$ cat src/core/pllsc_consts.svh
// constants of the synthesizer control block: offsets, fields, counts
`ifndef PLLSC_CONSTS_SVH
`define PLLSC_CONSTS_SVH
`define PLLSC_ADDR_INTEGER_DIVIDE_VCO_SELECT 4'h1
`define PLLSC_ADDR_FRACTION_PUMP_CURRENT 4'h2
`define PLLSC_ADDR_REF_DIVIDE_DENOMINATOR 4'h3
`define PLLSC_ADDR_FUNC 4'h4
`define PLLSC_F_CAL_TIME_SEL_LSB 16
`define PLLSC_F_LDCNT 14
`define PLLSC_F_LDSEL 13
`define PLLSC_F_MUTE 12
`define PLLSC_F_FAST_LOCK_ENABLE 11
`define PLLSC_F_FAST_LSB 7
`define PLLSC_F_HIZ 6
`define PLLSC_F_DSM 5
`define PLLSC_F_MIXER_ENABLE 4
`define PLLSC_F_MODE_LSB 2
`define PLLSC_F_LOCAL_OUT_LEVEL_LSB 0
`define PLLSC_REG_RESET 20'h00000
`define PLLSC_LOCK_N0 5'h0F
`define PLLSC_UNLOCK_N0 5'h03
`define PLLSC_LOCK_N1 5'h1F
`define PLLSC_UNLOCK_N1 5'h07
`define PLLSC_FAST_BASE 13'h01FF
`define PLLSC_FAST_STEP 13'h0200
`define PLLSC_CAL_BASE 16'h0006
`define PLLSC_CAL_MUL 3
`define PLLSC_CAL_ADD 16'h0003
`endif

$ cat src/core/pllsc_pkg.sv
// types of the synthesizer control block
package pllsc_pkg;
  typedef enum logic [1:0] {
    PLLSC_IDLE = 2'h0,
    PLLSC_CAL = 2'h1,
    PLLSC_FAST = 2'h3
  } pllsc_state_t;
endpackage : pllsc_pkg

$ cat src/core/pllsc_lock_if.sv
// lock detector carrier between top and detector
`timescale 1ns/1ns
interface pllsc_lock_if;
  logic small_err;
  logic count_sel;
  logic restart;
  logic locked;
  modport top (output small_err, output count_sel, output restart, input locked);
  modport det (input small_err, input count_sel, input restart, output locked);
endinterface : pllsc_lock_if

$ cat src/core/pllsc_top.sv
// synthesizer control: register file, commit, calibration, fast lock, lock output
`timescale 1ns/1ns
`include "pllsc_consts.svh"
// Behaviour
// - calibration lasts (6+2^sel)*8+3 reference periods; sel 13 to 15 wrap the 16-bit length to 51
// - count select picks 15/3 or 31/7
// - lock select chooses raw or digital lock
// - digital lock rises/falls after thresholds
// - new frequency setup clears digital lock indication
// - unlock mute silences local when unlocked
// - fast lock enable bit gates fast lock
// - fast count is 511 plus field*512
// - tristate bit floats charge pump
// - modulator on bit forces modulator active
// - local mode selects local path
// - level field selects output power
// - freq words 2,3 pending until 1
// - write of word 1 copies words; if powered and mode not 3, commits, calibrates, times
// - fast current after calibration until expiry
// - calibration ties tuning, disables pump
module pllsc_top (
  input wire logic clock,
  input wire logic rst,
  input wire logic ce,
  input wire logic power_down_n,
  input wire logic wr_en,
  input wire logic [3:0] wr_addr,
  input wire logic [19:0] wr_data,
  input wire logic phase_small_err,
  input wire logic phase_raw,
  output logic lock_indicator,
  output logic [11:0] int_divide,
  output logic [1:0] vco_select,
  output logic [1:0] lo_divide,
  output logic [11:0] numerator_a,
  output logic [11:0] numerator_a_denominator,
  output logic [7:0] ref_divide,
  output logic [2:0] pump_current,
  output logic pump_tristate,
  output logic tune_to_ref,
  output logic modulator_on,
  output logic mixer_enable,
  output logic [1:0] local_mode,
  output logic [1:0] local_out_level,
  output logic local_out_en,
  output logic local_mute,
  output logic cal_busy,
  output logic fast_active
);
  logic pdn_s1_r;
  logic pdn_s2_r;
  logic err_s1_r;
  logic err_s2_r;
  logic raw_s1_r;
  logic raw_s2_r;
  logic [19:0] fraction_pump_current_pend_r;
  logic [19:0] ref_divide_denominator_pend_r;
  logic [19:0] integer_divide_vco_select_r;
  logic [19:0] fraction_pump_current_r;
  logic [19:0] ref_divide_denominator_r;
  logic [19:0] func_r;
  logic commit;
  logic [15:0] cal_cnt_r;
  logic [15:0] cal_len;
  logic [12:0] fast_cnt_r;
  logic [12:0] fast_len;
  pllsc_pkg::pllsc_state_t state_r;
  pllsc_lock_if lk ();

  // power_down_n, phase_small_err and phase_raw pass two flops before use
  always_ff @(posedge clock or posedge rst) begin
    if (rst) begin
      pdn_s1_r <= 1'b0;
      pdn_s2_r <= 1'b0;
      err_s1_r <= 1'b0;
      err_s2_r <= 1'b0;
      raw_s1_r <= 1'b0;
      raw_s2_r <= 1'b0;
    end else if (ce) begin
      pdn_s1_r <= power_down_n;
      pdn_s2_r <= pdn_s1_r;
      err_s1_r <= phase_small_err;
      err_s2_r <= err_s1_r;
      raw_s1_r <= phase_raw;
      raw_s2_r <= raw_s1_r;
    end
  end

  // commit only while the synthesizer is powered and local mode is not 3; otherwise the write just stores
  assign commit = wr_en && (wr_addr == `PLLSC_ADDR_INTEGER_DIVIDE_VCO_SELECT) && pdn_s2_r &&
    (func_r[`PLLSC_F_MODE_LSB + 1 -: 2] != 2'h3);

  always_ff @(posedge clock or posedge rst) begin
    if (rst) begin
      fraction_pump_current_pend_r <= `PLLSC_REG_RESET;
      ref_divide_denominator_pend_r <= `PLLSC_REG_RESET;
      func_r <= `PLLSC_REG_RESET;
    end else if (ce && wr_en) begin
      if (wr_addr == `PLLSC_ADDR_FRACTION_PUMP_CURRENT) begin
        fraction_pump_current_pend_r <= wr_data;
      end
      if (wr_addr == `PLLSC_ADDR_REF_DIVIDE_DENOMINATOR) begin
        ref_divide_denominator_pend_r <= wr_data;
      end
      if (wr_addr == `PLLSC_ADDR_FUNC) begin
        func_r <= wr_data;
      end
    end
  end

  always_ff @(posedge clock or posedge rst) begin
    if (rst) begin
      integer_divide_vco_select_r <= `PLLSC_REG_RESET;
      fraction_pump_current_r <= `PLLSC_REG_RESET;
      ref_divide_denominator_r <= `PLLSC_REG_RESET;
    end else if (ce && wr_en && wr_addr == `PLLSC_ADDR_INTEGER_DIVIDE_VCO_SELECT) begin
      integer_divide_vco_select_r <= wr_data;
      fraction_pump_current_r <= fraction_pump_current_pend_r;
      ref_divide_denominator_r <= ref_divide_denominator_pend_r;
    end
  end

  // lengths; cal selector limited to 4 bits so the shift fits 16 bits
  assign cal_len = ((`PLLSC_CAL_BASE + (16'h0001 << func_r[`PLLSC_F_CAL_TIME_SEL_LSB +: 4])) << `PLLSC_CAL_MUL)
    + `PLLSC_CAL_ADD;
  assign fast_len = `PLLSC_FAST_BASE + 13'(func_r[`PLLSC_F_FAST_LSB +: 4]) * `PLLSC_FAST_STEP;

  // sequencer: calibration, then fast lock if enabled; a new commit restarts it
  always_ff @(posedge clock or posedge rst) begin
    if (rst) begin
      state_r <= pllsc_pkg::PLLSC_IDLE;
      cal_cnt_r <= 16'h0000;
      fast_cnt_r <= 13'h0000;
    end else if (ce) begin
      if (commit) begin
        state_r <= pllsc_pkg::PLLSC_CAL;
        cal_cnt_r <= cal_len - 16'h0001;
      end else begin
        case (state_r)
          pllsc_pkg::PLLSC_CAL: begin
            if (cal_cnt_r != 16'h0000) begin
              cal_cnt_r <= cal_cnt_r - 16'h0001;
            end else if (func_r[`PLLSC_F_FAST_LOCK_ENABLE]) begin
              state_r <= pllsc_pkg::PLLSC_FAST;
              fast_cnt_r <= fast_len;
            end else begin
              state_r <= pllsc_pkg::PLLSC_IDLE;
            end
          end
          pllsc_pkg::PLLSC_FAST: begin
            if (fast_cnt_r > 13'h0001) begin
              fast_cnt_r <= fast_cnt_r - 13'h0001;
            end else begin
              fast_cnt_r <= 13'h0000;
              state_r <= pllsc_pkg::PLLSC_IDLE;
            end
          end
          default: begin
            state_r <= pllsc_pkg::PLLSC_IDLE;
          end
        endcase
      end
    end
  end

  assign cal_busy = (state_r == pllsc_pkg::PLLSC_CAL);
  assign fast_active = (state_r == pllsc_pkg::PLLSC_FAST);

  assign lk.small_err = err_s2_r;
  assign lk.count_sel = func_r[`PLLSC_F_LDCNT];
  assign lk.restart = commit;

  pllsc_lock_det u_det (
    .clock(clock),
    .rst(rst),
    .ce(ce),
    .lk(lk)
  );

  // data outputs from flops
  always_ff @(posedge clock or posedge rst) begin
    if (rst) begin
      lock_indicator <= 1'b0;
      pump_current <= 3'h0;
      pump_tristate <= 1'b1;
      local_mute <= 1'b1;
    end else if (ce) begin
      lock_indicator <= func_r[`PLLSC_F_LDSEL] ? raw_s2_r : lk.locked;
      pump_current <= (state_r == pllsc_pkg::PLLSC_FAST) ? fraction_pump_current_r[14:12] : fraction_pump_current_r[18:16];
      pump_tristate <= func_r[`PLLSC_F_HIZ] || (state_r == pllsc_pkg::PLLSC_CAL);
      local_mute <= func_r[`PLLSC_F_MUTE] && !lk.locked;
    end
  end

  assign tune_to_ref = cal_busy;
  assign int_divide = integer_divide_vco_select_r[11:0];
  assign lo_divide = integer_divide_vco_select_r[14:13];
  assign vco_select = integer_divide_vco_select_r[16:15];
  assign numerator_a = fraction_pump_current_r[11:0];
  assign numerator_a_denominator = ref_divide_denominator_r[11:0];
  assign ref_divide = ref_divide_denominator_r[19:12];
  assign modulator_on = func_r[`PLLSC_F_DSM];
  assign mixer_enable = func_r[`PLLSC_F_MIXER_ENABLE];
  assign local_mode = func_r[`PLLSC_F_MODE_LSB +: 2];
  assign local_out_en = (local_mode == 2'h1);
  assign local_out_level = func_r[`PLLSC_F_LOCAL_OUT_LEVEL_LSB +: 2];
endmodule : pllsc_top

$ cat src/core/pllsc_lock_det.sv
// digital lock detector with consecutive-count thresholds
`timescale 1ns/1ns
`include "pllsc_consts.svh"
module pllsc_lock_det (
  input wire logic clock,
  input wire logic rst,
  input wire logic ce,
  pllsc_lock_if.det lk
);
  logic [4:0] run_r;
  logic locked_r;
  logic [4:0] need;
  always_comb begin
    if (locked_r) begin
      need = lk.count_sel ? `PLLSC_UNLOCK_N1 : `PLLSC_UNLOCK_N0;
    end else begin
      need = lk.count_sel ? `PLLSC_LOCK_N1 : `PLLSC_LOCK_N0;
    end
  end
  // count samples of the class that would flip the state
  always_ff @(posedge clock or posedge rst) begin
    if (rst) begin
      run_r <= 5'h00;
      locked_r <= 1'b0;
    end else if (ce) begin
      if (lk.restart) begin
        run_r <= 5'h00;
        locked_r <= 1'b0;
      end else if (lk.small_err == locked_r) begin
        run_r <= 5'h00;
      end else if (run_r + 5'h01 >= need) begin
        run_r <= 5'h00;
        locked_r <= ~locked_r;
      end else begin
        run_r <= run_r + 5'h01;
      end
    end
  end
  assign lk.locked = locked_r;
endmodule : pllsc_lock_det

$ cat config.mk
export PLATFORM = sky130hd
export DESIGN_NAME = pllsc_top
export DESIGN_NICKNAME = d
export VERILOG_FILES = /design/src/core/pllsc_pkg.sv /design/src/core/pllsc_lock_if.sv /design/src/core/pllsc_top.sv /design/src/core/pllsc_lock_det.sv
export VERILOG_INCLUDE_DIRS = /design/src /design/src/core
export SDC_FILE = /design/constraint.sdc
export NUM_CORES = 1
export LEC_CHECK = 0
export ABC_AREA = 0
export ABC_CLOCK_PERIOD_IN_PS = 5600
export BUFFER_PORTS_ARGS = -buffer_cell sky130_fd_sc_hd__buf_2
export CORE_MARGIN = 3
export CORE_UTILIZATION = 60
export CTS_BUF_LIST = sky130_fd_sc_hd__clkbuf_2 sky130_fd_sc_hd__clkbuf_4 sky130_fd_sc_hd__clkbuf_8
export CTS_CLUSTER_SIZE = 10
export DETAILED_ROUTE_END_ITERATION = 10
export GPL_TIMING_DRIVEN = 0
export HOLD_SLACK_MARGIN = 0.06
export PLACE_DENSITY_LB_ADDON = 0.1
export SYNTH_ARGS = -nofsm -noshare
export SYNTH_HDL_FRONTEND = slang
export SYNTH_SLANG_ARGS = --single-unit
export TNS_END_PERCENT = 100
$ cat constraint.sdc
create_clock -name clock -period 5.6 [get_ports clock]
set_input_delay 0.28 -clock clock [delete_from_list [all_inputs] [get_ports clock]]
set_output_delay 0.28 -clock clock [all_outputs]
set_load 0.03 [all_outputs]
### Yosys cells after proc, flatten, opt, wreduce, memory -nomap -nowiden

Cells that the tools add are included.

* register bits after elaboration: 164
* output and inout bits: 64
* logic and storage cells: 90
* input bits: 31

* order comparisons: 2
* multiplexer cells: 23
* shifts and indexed selects: 1
* equal/unequal tests: 14
* bitwise gates (word level): 2
* add/subtract/negate cells: 7
* reductions and logical operators: 20

Operator list (count)
* two-way mux 16 bit: 3
* two-way mux 13 bit: 3
* subtractor 16 x 1 -> 16 bit, second input constant: 2
* case mux 13 bit (2 select lines): 1
* two-way mux 5 bit: 5
* adder 16 x 2 -> 16 bit, second input constant: 1
* nonzero test 16 bit: 1
* adder 3 x 13 -> 13 bit, first input constant: 1
* adder 9 x 13 -> 13 bit, first input constant: 1
* greater-than comparator 13 x 1 -> 1 bit, second input constant: 1
* left shift 1 x 4 -> 13 bit, first input constant: 1
* subtractor 13 x 1 -> 13 bit, second input constant: 1
* AND reduction 3 bit: 3
* == test 4 x 2 -> 1 bit, second input constant: 2
* two-way mux 2 bit: 4
* nonzero test 2 bit: 4
* logical AND 1 bit: 6
* two-way mux 3 bit: 2
* != test 2 bit, second input constant: 3
* != test 3 bit, second input constant: 2
* AND reduction 2 bit: 3
* adder 5 x 1 -> 5 bit, second input constant: 1
* >= comparator 5 bit: 1
* AND reduction 5 bit: 1
* other kinds (11): 16

### Longest topological paths before layout

* word-level depth: 6
* gate-level depth with buffers: 8
* depth with buffers taken out: 8

### Modules after synthesis

Synthesis repeated with hierarchy kept, for this count alone.

* cells, all modules: 588
* area total of the unflattened synthesis: 7270.7 µm²

By module, submodules not included
* pllsc_top: cells each 550, area each 6871.6 µm², seq. area each 3856.2 µm², times used 1
* pllsc_lock_det: cells each 38, area each 399.1 µm², seq. area each 150.1 µm², times used 1

### Worst setup path before layout

Ideal clock, no wire load.

* path kind: flip-flop to flip-flop
* start point: register u_det.run_r[0]
* end point: register u_det.run_r[0]
* data arrival time: 1.938 ns
* stages on the path, launching flop included: 8
* setup slack: 3.583 ns
* required time: 5.521 ns
* period minus slack after synthesis: 2.017 ns
* library setup time: 0.079 ns
* path buffers: 0
* cell sequence: dfrtp_1 -> ha_1 -> xor2_1 -> ha_1 -> a21oi_1 -> o21ai_0 -> or4_1 -> mux2i_1

* longest elaborated chain between the ends: 5

RTL lines
* start, declared: line pllsc_lock_det.sv:10 `logic [4:0] run_r;`
* start signal, assigned: line pllsc_lock_det.sv:35 `run_r <= run_r + 5'h01;`
* adder 5 x 1 -> 5 bit *: line pllsc_lock_det.sv:31, pllsc_lock_det.sv:35
* >= comparator 5 bit: line pllsc_lock_det.sv:31 `end else if (run_r + 5'h01 >= need) begin`
* two-way mux 5 bit *: line pllsc_lock_det.sv:31
* two-way mux 5 bit *: line pllsc_lock_det.sv:29 `end else if (lk.small_err == locked_r) begin`
* two-way mux 5 bit *: line pllsc_lock_det.sv:26 `if (lk.restart) begin`

Mark *: on every way between the ends. The rest lies on a longest branch, timed or not.
A chain may end at the register's enable or synchronous reset.

### Worst setup path after layout

* start point: register cal_cnt_r[4]
* end point: register cal_cnt_r[14]

* longest elaborated chain between the ends: 4
* elaborated cells on any way between the ends: 7
* those cells by class: add/sub: 1; mux: 3; reduce/logical: 3

RTL lines
* start, declared: line pllsc_top.sv:63 `logic [15:0] cal_cnt_r;`
* start signal, assigned: line pllsc_top.sv:137 `cal_cnt_r <= cal_len - 16'h0001;`
* start signal, assigned: line pllsc_top.sv:142 `cal_cnt_r <= cal_cnt_r - 16'h0001;`
* subtractor 16 x 1 -> 16 bit: line pllsc_top.sv:142
* two-way mux 16 bit: line pllsc_top.sv:141 `if (cal_cnt_r != 16'h0000) begin`
* two-way mux 16 bit: line pllsc_top.sv:139 `case (state_r)`
* two-way mux 16 bit: line pllsc_top.sv:135 `if (commit) begin`

Parallel ways exist; a longest one is shown, timed or not. The select of a mux whose other input is x is not followed.

==> results.py <==
metrics = {
    "pwr": {
        "ir_drop_mv": 0.2926,
        "p_leak_nw": 4.162,
        "power-per-cell-area_nw_per_um2": 341.7,
    },
    "yosys": {
        "ys_types": 76,
        "synthSimpleGateAreaFrac_pct": 11.75,
        "synthCells": 606,
        "synth_top_family_by_area": "multiplexers",
        "synth-seq-cells": 160,
        "yosysWarnings": 0,
        "synth_fa_ha_area_share_pct": 1.676,
        "synth_area_um2": 7467,
        "async_flop_share_pct": 100.0,
        "ys_seq_area_share_pct": 53.65,
        "synth_compound_area_share_pct": 10.15,
        "synth_nets": 647,
        "synthMuxAreaShare_pct": 18.20,
        "ys.flop_type": "dfrtp_1",
        "synth_edf_count": 0,
        "synth_xor_area_share_pct": 0.5865,
        "synth_area_per_cell_um2": 12.32,
    },
    "setup_path": {
        "endpoint_kind": "flop",
        "rr_worst_depth": 5,
        "arrival_ns": 2.77,
        "crit_path_max_fanout": 6,
        "cp.required_ns": 5.98,
        "cp-start-kind": "flop",
        "crit_type": "flop to flop",
    },
    "sta": {
        "worstMarginPinSlew_ns": 0.8340,
        "fin_worst_skew_ns": 0.01049,
        "final_hold_viol_count": 0,
        "max_freq_mhz": 418.3,
        "setup_ws_ns": 3.209,
        "rsz0062_at_grt": "no",
        "fin_crit_sh_pct": 42.69,
        "setup_viol": 0,
        "slew_viol_final": 0,
        "layout_min_cycle_time_ns": 2.391,
        "holdWs_ns": 0.1018,
        "slew_headroom_pct": 44.40,
    },
    "clock_network": {
        "clock-sinks": 160,
        "cts_tree": "yes",
        "clock_latency_ns": 0.45,
        "root_buffer": "clkbuf_8",
        "postCtsSetupRepairBufs": 0,
        "clk_pin_slew_ns": 0.09,
        "numCtsBuffers": 17,
        "htreeDepth": 4,
        "cts_buffer_depth": 2,
        "ctsResizeCount": 0,
        "ctsHoldBuffers": 6,
    },
    "cells_and_area": {
        "nNetsFinal": 768,
        "final_cell_mix": "158 x dfrtp_1, 117 x mux2_2, 101 x buf_2",
        "final_common_cell": "dfrtp_1",
        "instances_no_fill": 909,
        "area_growth_pct": 15.95,
        "final_area_um2": 8658,
        "drive_above_1_share_pct": 40.27,
    },
    "run_status": {
        "status": "completed",
    },
    "route": {
        "viasPerCell": 5.994,
        "routed_wl_um": 17590,
        "drc_errors": 0,
        "vias": 5449,
        "firstDrtPassIters": 5,
        "wl_per_cell_um": 19.35,
        "antenna_left": 0,
        "drtIter0Drc": 443,
    },
    "floorplanning": {
        "placementRows": 40,
        "die_y_um": 117.6,
        "dieArea_um2": 13820,
        "die_w_um": 117.6,
        "start_util_pct": 61.65,
        "core_um2": 12110,
        "io_pins": 95,
    },
    "global_routing": {
        "grt_pass1_vias": 5653,
        "grt_util_all_layers_pct": 26.61,
        "grt_max_degree": 95,
        "grt_pass1_wl_um": 29160,
        "grt.overflow.total": 0,
        "antenna_found_initial": 2,
    },
    "placed_design": {
        "dpl.hpwl_um": 12320,
        "dp_slack_ns": 3.304,
        "gp_congestion": 0.9103,
        "io_buffers": 94,
        "dp.cells": 869,
        "placed_area_um2": 8180,
    },
    "worst_hold_path": {
        "worstHoldPathType": "primary input to flop",
        "min_path_cells": 2,
    },
    "flow_run": {
        "drv_cap": 0,
    },
}
[final timing paths]
kind                                   start                               end  slack (ns)
worst max-delay path            cal_cnt_r[4]                     cal_cnt_r[14]        3.21
worst min-delay path             wr_data[18]  fraction_pump_current_pend_r[18]        0.10
worst max register to register  cal_cnt_r[4]                     cal_cnt_r[14]        3.21
worst min register to register    local_mute                        local_mute        0.50
max in group asynchronous                rst                     pump_tristate        4.22
min in group asynchronous                rst      ref_divide_denominator_r[15]        0.57
[logic make-up after synthesis]
family / count (synthesis)
flip-flops: 160
AND/OR/NAND/NOR: 155
multiplexers: 121
adder cells (fa/ha/maj): 10
buffers and inverters: 55
AO/OA/AOI/OAI: 100
XOR/XNOR: 5
[report_power, final]
part,internal (mW),total (mW),switching [mW]
combinational,0.265,0.618,0.353
sequential,1.33,1.47,0.132
clock,0.424,0.874,0.451
total,2.02,2.96,0.936
[Yosys cell counts, drive strengths merged (4+ instances only)]
master   number  share of area (%)
ha           10                1.7
nor3         14                1.1
nand2        31                1.6
a21oi        11               0.74
inv          14               0.70
a31oi        12                1.0
nor4          8                1.0
buf          29                2.7
a32o          5               0.67
mux2        118                 18
nor2b         8               0.67
a211oi        4               0.40
nor4b         4               0.75
and3          6               0.50
o2bb2ai       5               0.59
nor2         32                1.6
a41oi         4               0.47
nand4         7               0.59
o31ai         7               0.97
or3           4               0.35
o21ai        18                1.2
xnor2         4               0.47
or4           4               0.45
dfrtp       158                 53
nand2b        6               0.50
nand3        20                1.3
clkbuf       11               0.55
[registers in the layout, summed over array words and instances, names as in the netlist, 2 cells and up]
signal and cells:
fraction_pump_current_r 18, fraction_pump_current_pend_r 18, func_r 19, pump_current 3
u_det.run_r 5, cal_cnt_r 16, ref_divide_denominator_r 20, integer_divide_vco_select_r 16
state_r 2, ref_divide_denominator_pend_r 20, fast_cnt_r 13
[layout make-up]
| type | count | area (µm²) |
|---|---|---|
| clock inverters | 13 | 150.1 |
| inverters | 15 | 61.31 |
| repair buffers | 102 | 568.0 |
| well taps | 168 | 210.2 |
| flip-flops and latches | 160 | 4006 |
| fillers | 886 | 3453 |
| clock buffers | 19 | 255.2 |
| diodes | 1 | 2.502 |
| plain buffers | 40 | 241.5 |
| multi-input cells | 391 | 3163 |
[stage by stage]
step	utilization (%)	total power, mW	TNS (ns)
2_1_floorplan	-	1.908	0
3_3_place_gp	67.27	2.062	-70.70
3_5_place_dp	67.54	2.099	0
4_1_cts	71.38	2.976	0
5_1_grt	71.47	3.104	0
6_report	71.49	2.959	0
[critical path, cell delays in order (launching register included)]
cell and delay [ns]:
dfrtp_1 0.43, nor4_2 0.62, nand4b_2 0.31, o21ai_0 0.64, nor3_1 0.15, o2bb2ai_1 0.17
[layer usage]
metal	vias to the layer above	share of wire [%]	wire [µm]	track usage, %
met4	4	2.0	345	9.817
li1	2471	-	-	-
met3	32	7.1	1248	8.409
met1	2740	42	7408	34.14
met2	202	49	8570	42.88
met5	-	0.085	15	0
No activity file was read; power rests on OpenSTA's default activity.
